`config.mk`:
```
export PLATFORM = sky130hd
export DESIGN_NAME = nvc_host
export DESIGN_NICKNAME = d
export VERILOG_FILES = /design/src/hdl/nvc_pkg.sv /design/src/hdl/nvc_wait.sv /design/src/hdl/nvc_host.sv
export SDC_FILE = /design/constraint.sdc
export NUM_CORES = 1
export LEC_CHECK = 0
export ABC_CLOCK_PERIOD_IN_PS = 3800
export BUFFER_PORTS_ARGS = -buffer_cell sky130_fd_sc_hd__buf_2
export CAP_MARGIN = 15
export CORE_ASPECT_RATIO = 1.25
export CORE_MARGIN = 2
export CORE_UTILIZATION = 57
export DETAILED_ROUTE_END_ITERATION = 8
export PLACE_DENSITY = 0.91
export SLEW_MARGIN = 5
export SYNTH_ARGS = -nofsm -noshare
export SYNTH_HDL_FRONTEND = slang
export SYNTH_HIERARCHICAL = 1
export SYNTH_SLANG_ARGS = --single-unit
```
`constraint.sdc`:
```
create_clock -name clock -period 3.8 [get_ports clock]
set_input_delay 0.76 -clock clock [delete_from_list [all_inputs] [get_ports clock]]
set_output_delay 0.76 -clock clock [all_outputs]
set_load 0.02 [all_outputs]
```
`src/hdl/nvc_pkg.sv`:
```
package nvc_pkg;
   // pin-level timing, in the units the device specifies
   localparam int unsigned CLOCK_MHZ = 125;
   localparam int unsigned CLOCK_PERIOD_PS = 8000;
   localparam int unsigned STORE_INIT_NS = 45;
   localparam int unsigned RECALL_INIT_NS = 25;
   localparam int unsigned STORE_DURATION_MS = 10;
   localparam int unsigned RECALL_DURATION_US = 20;
   localparam int unsigned WRITE_PULSE_NS = 35;
   localparam int unsigned READ_ACCESS_NS = 45;
   // least times round up, longest waits are what the host must allow, exact products of duration and clock rate
   localparam int unsigned STORE_INIT_CYC = (STORE_INIT_NS * 1000 + CLOCK_PERIOD_PS - 1)
      / CLOCK_PERIOD_PS;
   localparam int unsigned RECALL_INIT_CYC = (RECALL_INIT_NS * 1000 + CLOCK_PERIOD_PS - 1)
      / CLOCK_PERIOD_PS;
   localparam int unsigned WRITE_PULSE_CYC = (WRITE_PULSE_NS * 1000 + CLOCK_PERIOD_PS - 1)
      / CLOCK_PERIOD_PS;
   localparam int unsigned READ_ACCESS_CYC = (READ_ACCESS_NS * 1000 + CLOCK_PERIOD_PS - 1)
      / CLOCK_PERIOD_PS;
   localparam int unsigned STORE_DURATION_CYC = STORE_DURATION_MS * 1000 * CLOCK_MHZ;
   localparam int unsigned RECALL_DURATION_CYC = RECALL_DURATION_US * CLOCK_MHZ;
   // geometry
   localparam int unsigned ADDR_W = 9;
   localparam int unsigned DATA_W = 8;
   localparam int unsigned DEPTH = 512;
   // host commands
   typedef enum logic [2:0]
   {
      NVC_CMD_READ = 3'h0,
      NVC_CMD_WRITE = 3'h1,
      NVC_CMD_STORE = 3'h2,
      NVC_CMD_RECALL = 3'h3,
      NVC_CMD_NOP = 3'h4
   } nvc_cmd_e;
endpackage : nvc_pkg

```
`src/hdl/nvc_wait.sv`:
```
`timescale 1ns/100ps
// loadable down-counter; done is high while the count is zero
module nvc_wait #(
   parameter int unsigned WIDTH = 32
) (
   // clock and reset
   input wire logic clock,
   input wire logic nrst,
   // control
   input wire logic load,
   input wire logic [WIDTH-1:0] count,
   // status
   output logic done
);
   logic [WIDTH-1:0] remain;
   logic [WIDTH-1:0] next_remain;

   initial
   begin
      if (WIDTH < 2)
         $error("nvc_wait: WIDTH too small");
   end

   assign next_remain = load ? count : (remain != '0 ? remain - WIDTH'(1) : remain);
   assign done = (remain == '0);

   always_ff @(posedge clock or negedge nrst)
   begin
      if (!nrst)
         remain <= '0;
      else
         remain <= next_remain;
   end
endmodule : nvc_wait

```
`src/hdl/nvc_host.sv`:
```
`timescale 1ns/100ps
// Contract
// host selects plain RAM access or nonvolatile transfer via nv_mode_n.
// read drives chip and output enable low, write and nv_mode_n high.
// read data captured after access time while controls hold read state.
// write drives chip and write enable low, nv_mode_n high, data before end.
// address stays stable from before write start until write enable rises.
// device turns off its drivers if output enable stays low in a write.
// host keeps output enable high through every write cycle.
// store drives nv_mode_n, chip and write enable low, output enable high.
// store is entered with write enable as the last falling signal.
// store condition held at least 45 ns, then released.
// host releases store initiation with write enable; device completes alone.
// host waits full store duration with data pins undriven.
// a read condition after store shows completion by active outputs.
// every new store or recall starts from all controls released.
// device refuses store on low supply; host waits out the full duration.
// recall drives chip, output enable, nv_mode_n low, write enable high.
// host waits full recall duration before any further access.
// recall condition held at least 25 ns, then nv_mode_n released.
// recall clears then reloads the array; host may repeat it freely.
// write enable low with store state starts store, not recall.
// host never leaves chip enable low with read-like nonvolatile levels.
// after reset host waits the power-up recall time before any access.
// all four controls low is a no-operation; host never requests it.
module nvc_host #(
   parameter int unsigned STORE_CYC = nvc_pkg::STORE_DURATION_CYC,
   parameter int unsigned RECALL_CYC = nvc_pkg::RECALL_DURATION_CYC,
   parameter int unsigned POWERUP_CYC = nvc_pkg::RECALL_DURATION_CYC
) (
   // clock and reset
   input wire logic clock,
   input wire logic nrst,
   // command port
   input wire logic req_valid,
   input wire nvc_pkg::nvc_cmd_e req_cmd,
   input wire logic [nvc_pkg::ADDR_W-1:0] req_addr,
   input wire logic [nvc_pkg::DATA_W-1:0] req_wdata,
   output logic req_ready,
   output logic rsp_valid,
   output logic [nvc_pkg::DATA_W-1:0] rsp_rdata,
   // device pins
   output logic chip_en_n,
   output logic write_en_n,
   output logic out_en_n,
   output logic nv_mode_n,
   output logic [nvc_pkg::ADDR_W-1:0] addr_pins,
   input wire logic [nvc_pkg::DATA_W-1:0] data_pins_in,
   output logic [nvc_pkg::DATA_W-1:0] data_pins_out,
   output logic data_pins_oe_n
);
   ////////////////////////////////////////////////////////////////////////////
   typedef enum logic [6:0]
   {
      ST_POWERUP = 7'h01,
      ST_IDLE = 7'h02,
      ST_SETUP = 7'h04,
      ST_ACTIVE = 7'h08,
      ST_HOLD = 7'h10,
      ST_BUSY = 7'h20,
      ST_RELEASE = 7'h40
   } nvc_state_e;

   localparam int unsigned CNT_W = 32;

   initial
   begin
      if (STORE_CYC < 2 || RECALL_CYC < 2 || POWERUP_CYC < 2)
         $error("nvc_host: durations must be at least two cycles");
   end

   nvc_state_e state;
   nvc_state_e next_state;
   nvc_pkg::nvc_cmd_e cmd;
   logic [nvc_pkg::DATA_W-1:0] wdata;
   logic [nvc_pkg::DATA_W-1:0] sync1;
   logic [nvc_pkg::DATA_W-1:0] sync2;
   logic wait_load;
   logic [CNT_W-1:0] wait_count;
   logic wait_done;
   logic is_nv;
   logic pwr_started;

   ////////////////////////////////////////////////////////////////////////////
   // active cycle length of each command: pulse width, access or initiation hold
   function automatic logic [CNT_W-1:0] active_cycles(input nvc_pkg::nvc_cmd_e c);
      unique case (c)
         nvc_pkg::NVC_CMD_WRITE: active_cycles = CNT_W'(nvc_pkg::WRITE_PULSE_CYC);
         nvc_pkg::NVC_CMD_STORE: active_cycles = CNT_W'(nvc_pkg::STORE_INIT_CYC);
         nvc_pkg::NVC_CMD_RECALL: active_cycles = CNT_W'(nvc_pkg::RECALL_INIT_CYC);
         default: active_cycles = CNT_W'(nvc_pkg::READ_ACCESS_CYC + 2);
      endcase
   endfunction : active_cycles

   assign is_nv = (cmd == nvc_pkg::NVC_CMD_STORE) || (cmd == nvc_pkg::NVC_CMD_RECALL);
   assign req_ready = (state == ST_IDLE);

   // counter loads on each state entry that needs a timed stay
   assign wait_load = (state == ST_POWERUP && !pwr_started)
      || (state == ST_SETUP)
      || (state == ST_HOLD && is_nv)
      || (state == ST_IDLE && req_valid && req_cmd != nvc_pkg::NVC_CMD_NOP);
   assign wait_count = (state == ST_SETUP) ? active_cycles(cmd)
      : (state == ST_HOLD) ? ((cmd == nvc_pkg::NVC_CMD_STORE) ? CNT_W'(STORE_CYC)
      : CNT_W'(RECALL_CYC))
      : (state == ST_POWERUP) ? CNT_W'(POWERUP_CYC)
      : CNT_W'(1);

   nvc_wait #(
      .WIDTH(CNT_W)
   ) u_wait (
      .clock(clock),
      .nrst(nrst),
      .load(wait_load),
      .count(wait_count),
      .done(wait_done)
   );

   ////////////////////////////////////////////////////////////////////////////
   always_comb
   begin
      next_state = state;
      unique case (state)
         ST_POWERUP: if (pwr_started && wait_done) next_state = ST_RELEASE;
         // nop requests are dropped: all-low controls do nothing
         ST_IDLE: if (req_valid && req_cmd != nvc_pkg::NVC_CMD_NOP) next_state = ST_SETUP;
         ST_SETUP: next_state = ST_ACTIVE;
         ST_ACTIVE: if (wait_done) next_state = ST_HOLD;
         ST_HOLD: next_state = is_nv ? ST_BUSY : ST_RELEASE;
         ST_BUSY: if (wait_done) next_state = ST_RELEASE;
         ST_RELEASE: next_state = ST_IDLE;
         default: next_state = ST_POWERUP;
      endcase
   end

   always_ff @(posedge clock or negedge nrst)
   begin
      if (!nrst)
         state <= ST_POWERUP;
      else
         state <= next_state;
   end

   // the counter leaves reset at zero, so power-up arms it once before waiting on it
   always_ff @(posedge clock or negedge nrst)
   begin
      if (!nrst)
         pwr_started <= 1'b0;
      else if (state == ST_POWERUP)
         pwr_started <= 1'b1;
   end

   always_ff @(posedge clock or negedge nrst)
   begin
      if (!nrst)
      begin
         cmd <= nvc_pkg::NVC_CMD_READ;
         addr_pins <= '0;
         wdata <= '0;
      end
      else if (state == ST_IDLE && req_valid)
      begin
         cmd <= req_cmd;
         addr_pins <= req_addr;
         wdata <= req_wdata;
      end
   end

   // read data crosses in from the pins through two flops
   always_ff @(posedge clock or negedge nrst)
   begin
      if (!nrst)
      begin
         sync1 <= '0;
         sync2 <= '0;
      end
      else
      begin
         sync1 <= data_pins_in;
         sync2 <= sync1;
      end
   end

   ////////////////////////////////////////////////////////////////////////////
   // pin levels: setup puts nv_mode_n, out_en_n and, except for recall, chip_en_n in place first, the
   // active state then drops the trigger pin last so no stray write can occur
   always_ff @(posedge clock or negedge nrst)
   begin
      if (!nrst)
      begin
         chip_en_n <= 1'b1;
         write_en_n <= 1'b1;
         out_en_n <= 1'b1;
         nv_mode_n <= 1'b1;
         data_pins_out <= '0;
         data_pins_oe_n <= 1'b1;
      end
      else
      begin
         unique case (next_state)
            ST_SETUP:
            begin
               nv_mode_n <= !is_nv_cmd(req_cmd);
               out_en_n <= (req_cmd != nvc_pkg::NVC_CMD_READ)
                  && (req_cmd != nvc_pkg::NVC_CMD_RECALL);
               chip_en_n <= (req_cmd == nvc_pkg::NVC_CMD_RECALL);
               write_en_n <= 1'b1;
               data_pins_out <= req_wdata;
               data_pins_oe_n <= (req_cmd != nvc_pkg::NVC_CMD_WRITE);
            end
            ST_ACTIVE:
            begin
               chip_en_n <= 1'b0;
               write_en_n <= !((cmd == nvc_pkg::NVC_CMD_WRITE)
                  || (cmd == nvc_pkg::NVC_CMD_STORE));
            end
            ST_HOLD:
            begin
               write_en_n <= 1'b1;
               nv_mode_n <= 1'b1;
               chip_en_n <= is_nv ? 1'b1 : chip_en_n;
            end
            ST_BUSY, ST_RELEASE, ST_IDLE, ST_POWERUP:
            begin
               chip_en_n <= 1'b1;
               write_en_n <= 1'b1;
               out_en_n <= 1'b1;
               nv_mode_n <= 1'b1;
               data_pins_oe_n <= 1'b1;
            end
            default:
            begin
               chip_en_n <= 1'b1;
            end
         endcase
      end
   end

   function automatic logic is_nv_cmd(input nvc_pkg::nvc_cmd_e c);
      is_nv_cmd = (c == nvc_pkg::NVC_CMD_STORE) || (c == nvc_pkg::NVC_CMD_RECALL);
   endfunction : is_nv_cmd

   // read data sampled at the end of the access window, after the sync delay
   always_ff @(posedge clock or negedge nrst)
   begin
      if (!nrst)
      begin
         rsp_valid <= 1'b0;
         rsp_rdata <= '0;
      end
      else
      begin
         // nonvolatile commands answer only once the full busy wait has run out
         rsp_valid <= (state == ST_HOLD && !is_nv) || (state == ST_BUSY && wait_done);
         if (state == ST_ACTIVE && wait_done && cmd == nvc_pkg::NVC_CMD_READ)
            rsp_rdata <= sync2;
      end
   end
endmodule : nvc_host

```
After elaboration in Yosys (flattened, before gate mapping)
Index checks and enable logic that the tools add are counted.
Widths: inputs -> output; s select.
{ "op_classes": {"addsub": 1, "eq_ne": 23, "n_mux": 19, "reduce_logical": 33} }
{ "op_table": {"columns": ["op", "n"], "rows": [
  ["$mux 32", 3],
  ["$pmux 7 s7", 1],
  ["$mux 21", 2],
  ["$mux 7", 5],
  ["$logic_not 32->1", 1],
  ["$reduce_bool 32->1", 1],
  ["$sub 32x1->32 const B", 1],
  ["$eq 7x1->1 const B", 2],
  ["$eq 7x2->1 const B", 2],
  ["$eq 7x3->1 const B", 2],
  ["$eq 7x4->1 const B", 2],
  ["$eq 7x5->1 const B", 2],
  ["$eq 7x6->1 const B", 2],
  ["$eq 7x7->1 const B", 2],
  ["$eq 3x2->1 const B", 4],
  ["$mux 12", 1],
  ["$pmux 4 s3", 1],
  ["$logic_and 1x1->1", 11],
  ["$pmux 1 s2", 4],
  ["$reduce_bool 2->1", 4],
  ["$logic_or 1x1->1", 7],
  ["$reduce_or 6->1", 1],
  ["$reduce_or 5->1", 1],
  ["$logic_not 1->1", 4],
  ["10 further kinds", 10]
]} }
{ "totals": {"reg_bits": 90, "output_inout_bits": 32, "elab_cells": 91} }

Logic depth before layout (Yosys ltp)
{ "logic_depth": {"ltp_word": 7, "ltp_mapped": 11} }

Cells and area by module
Netlist, hierarchy kept.
{ "by_module_without_submodules": {"columns": ["mod", "n_inst", "cells_per_inst", "area_each_um2", "seq_area_each_um2"], "rows": [
  ["nvc_host", 1, 184, 2429.8, 1458.9],
  ["nvc_wait", 1, 213, 2011.9, 800.8]
]} }

Least setup slack after synthesis
No wires, ideal clock.
{ "synth_timing": {"kind": "register to register", "from": "register u_wait.remain[6]", "to": "register rsp_rdata[0] (netlist bit)", "arrival_time_ns": 2.853, "t_required_ns": 3.675, "setup_slack_ns": 0.822, "path_stages_with_launch": 10, "n_path_buf": 3, "period_less_slack_ns": 2.978, "cell_sequence": "dfrtp_1 or4_1 buf_2 nor4_2 and4_1 buf_2 nand4_2 or4_1 buf_6 mux2_4"} }
{ "synth_via": {"elab_chain_len": 3} }
{ "synth_lines": {"columns": ["item", "line", "text"], "rows": [
  ["start, declared", "nvc_wait.sv:15", "logic [WIDTH-1:0] remain;"],
  ["start signal, assigned", "nvc_wait.sv:32", "remain <= next_remain;"],
  ["$logic_not 32->1", "nvc_wait.sv:25", "assign done = (remain == '0);"],
  ["net wait_done", "nvc_host.sv:80", "logic wait_done;"],
  ["$logic_and 1x1->1 (2 in a row)", "nvc_host.sv:255", "if (state == ST_ACTIVE && wait_done && cmd == nvc_pkg::NVC_CMD_READ)"],
  ["end signal, assigned", "nvc_host.sv:256", "rsp_rdata <= sync2;"],
  ["end, declared", "nvc_host.sv:41", "output logic [nvc_pkg::DATA_W-1:0] rsp_rdata,"]
]} }
The timed path passes the listed nets, and every way through them passes these cells.
A chain may end at the register's enable or synchronous reset.

Worst setup path after layout
{ "layout_timing": {"from": "register u_wait.remain[6]", "to": "register rsp_rdata[4] (netlist bit)"} }
The elaborated chain is that of the path after synthesis.

==> results.yml <==
critical_path:
  worstSetupStartpointType: "flop"
  r2r_setup_slack_ns: 0.71
  cp.required_ns: 4.06
  rr_worst_depth: 6
  worstSetupEndpointType: "flop"
  critPathCapture: "rsp_rdata[4]"
  cp.arrival_ns: 3.34
  r2r-end: "rsp_rdata[4]"
  path_class: "flop to flop"
  cp-startpoint: "u_wait/remain[6]"
  crit_path_max_fanout: 8
  r2r-start: "u_wait/remain[6]"
drt:
  drt-initial-drc-count: 108
  dr.pass1.iters: 4
  wirelength_um: 9040
  detail-route-antenna-nets: 0
  via_per_inst: 5.72
  via_count: 3252
  wl_per_cell_um: 15.9
  drc_errors: 0
place:
  hpwl_um: 6440
  dp_cells: 552
  place.gp.congestion: 0.841
  io_buffers: 62
floorplan:
  start_util: 0.580
  ios: 63
  die_w_um: 83.0
  num_rows: 36
  dieArea_um2: 8520
  die_h_um: 103
  core_area_um2: 7660
synthesis:
  ys_seq_elements: 90
  synth_top_area_share: 0.473
  avgSynthCellArea_um2: 11.2
  ys_types: 63
  postSynthCellCount: 397
  yosysWarnings: 6
  netlist_area_um2: 4440
  synth_edf_count: 0
  synthFlopType: "dfrtp_1"
  synth_seq_area_share: 0.509
  ys_async_sr_fraction: 1.00
  synth_area_leaders: "dfrtp_1 47%, mux2_2 5.3%, dfstp_2 3.5%, nor2_1 3.5%, xnor2_1 3.5%"
  synth_top_cell_by_area: "dfrtp_1"
run_status:
  outcome: "finished, final reports clean"
power:
  leakagePower_nw: 2.32
  clkPwrFrac: 0.383
  finalPower_mw: 1.72
  p_seq_frac: 0.575
  power_frac_comb: 0.042
  p_switching_uw: 449
  power_density_nw_per_um2: 340
  vdd_drop_max_v: 0.000306
  internal-power_mw: 1.27
  sw_frac_of_total: 0.261
clocking:
  clockBufferDepth: 2
  cts_sinks: 90
  post_cts_buffers: 0
  cts_tree: "yes"
  numCtsBuffers: 9
  cts-root-buf: "clkbuf_8"
  path_clk_slew_ns: 0.10
  clock_latency_ns: 0.38
  cts_resized: 0
  ctsHoldBuffers: 0
  htree_levels: 3
grt:
  grt_pass1_vias: 3422
  antenna_found_initial: 0
  grt_max_degree: 91
  grt-ovfl-total: 0
  grt_usage: 0.226
  grt_pass1_wl_um: 15200
sta:
  setup-tns-final_ns: 0
  period_minus_slack_ns: 3.09
  finalHoldViolCount: 0
  max_slew_margin: 0.477
  maxSlewViolCount: 0
  tightest_slew_ns: 0.778
  fin_crit_sh: 0.812
  fmax_ghz: 0.324
  setup_violations: 0
  fin_skew_ns: 0.0146
  rsz0062_at_grt: "no"
cells_and_area:
  drive_above_1_share: 0.308
  regArea_um2: 2260
  final_nets: 501
  synthToLayoutAreaGrowth_pct: 14.2
  multi_input_area_um2: 2070
  filler_cell_count: 589
  instances_no_fill: 569
  antenna_cells: 0
  final_cell_mix: "84 x dfrtp_1, 61 x buf_2, 42 x nor2_1"
  final_common_cell: "dfrtp_1"
job:
  cap_violations: 0
min_path:
  hold_class: "primary input to asynchronous set/reset pin"
synth_stat cells (3+ instances only):
master    number
inv_1          7
nor4_1         8
o21ai_0       11
nand2_1       22
dfstp_2        6
dfrtp_1       84
mux2_4         8
or4_1          6
buf_6          5
nor4_4         4
nand2b_1       7
or3b_2         3
buf_2          7
nand3_1        7
nor3_1        11
a21o_1         4
or3_1          7
nand4_1        5
or2_2          4
a21oi_1        4
xnor2_1       18
nor3b_1        3
clkbuf_1      12
o21a_1         3
a211oi_1      12
nor3_2         3
nor2_1        42
mux2_2        21
o31ai_1        9
xor2_1         8
nor2b_1        3
power by group through the flow:
stage / combinational (mW) / clock, mW / sequential (mW)
after floorplan: 0.0291 / 0 / 1.01
after global placement: 0.0666 / 0 / 1.01
after detailed placement: 0.0701 / 0 / 1.01
after CTS: 0.0704 / 0.675 / 0.990
after global routing: 0.0839 / 0.715 / 0.993
final: 0.0727 / 0.660 / 0.991
sequential cells by signal (all words and copies together) (netlist names):
signal / cells
state: 7
chip_en_n: 1
rsp_valid: 1
pwr_started: 1
addr_pins: 9
u_wait/remain: 32
write_en_n: 1
out_en_n: 1
data_pins_out: 8
sync1: 8
nv_mode_n: 1
sync2: 8
rsp_rdata: 8
cmd: 3
data_pins_oe_n: 1
worst min-delay path by stage:
stage	from	to	slack, ns	cells past startpoint
after floorplan	sync1[0]	sync2[0]	0.33	0
after global placement	sync1[2]	sync2[2]	0.33	0
after detailed placement	sync1[2]	sync2[2]	0.33	0
after CTS	sync1[1]	sync2[1]	0.36	0
after global routing	nrst	u_wait/remain[21]	0.26	1
final	nrst	u_wait/remain[23]	0.26	1
routing by layer:
layer / vias up / track usage / part of all wire
met4: 0 / 0.107 / 0.014
li1: 1554 / - / -
met5: - / 0 / 0
met3: 10 / 0.0705 / 0.045
met1: 1598 / 0.242 / 0.40
met2: 90 / 0.410 / 0.54
through the flow:
step | hold WS [ns] | cell area (µm²) | setup WS [ns] | utilization
2_1_floorplan | 0.331 | 4510 | 0.822 | -
3_3_place_gp | 0.332 | 4840 | 0.826 | 0.632
3_5_place_dp | 0.335 | 4840 | 0.751 | 0.632
4_1_cts | 0.356 | 5040 | 0.713 | 0.659
5_1_grt | 0.255 | 5070 | 0.562 | 0.662
6_report | 0.258 | 5070 | 0.713 | 0.662
area by class of cell:
cell class | instances | area share
well taps | 95 | 0.0234
clock buffers | 9 | 0.0244
clock inverters | 7 | 0.0155
inverters | 8 | 0.00592
multi-input cells | 290 | 0.408
flip-flops and latches | 90 | 0.445
repair buffers | 70 | 0.0775
cell families after synthesis:
family / count (synthesis) / share of synthesized area
flops: 90 / 0.509
mux: 30 / 0.0825
fa+ha+maj: 1 / 0.00282
compound gates: 64 / 0.109
buf+inv: 34 / 0.0400
xor+xnor: 26 / 0.0513
other cells: 1 / 0.000844
simple gates: 151 / 0.205
worst max-delay path: stages, from the launching register on:
cell	delay, ns
dfrtp_1	0.42
or4_1	0.67
nor4_2	0.38
and4_1	0.32
nand4_2	0.12
or4_1	0.67
mux2_4	0.38
No activity file was read; power rests on OpenSTA's default activity.
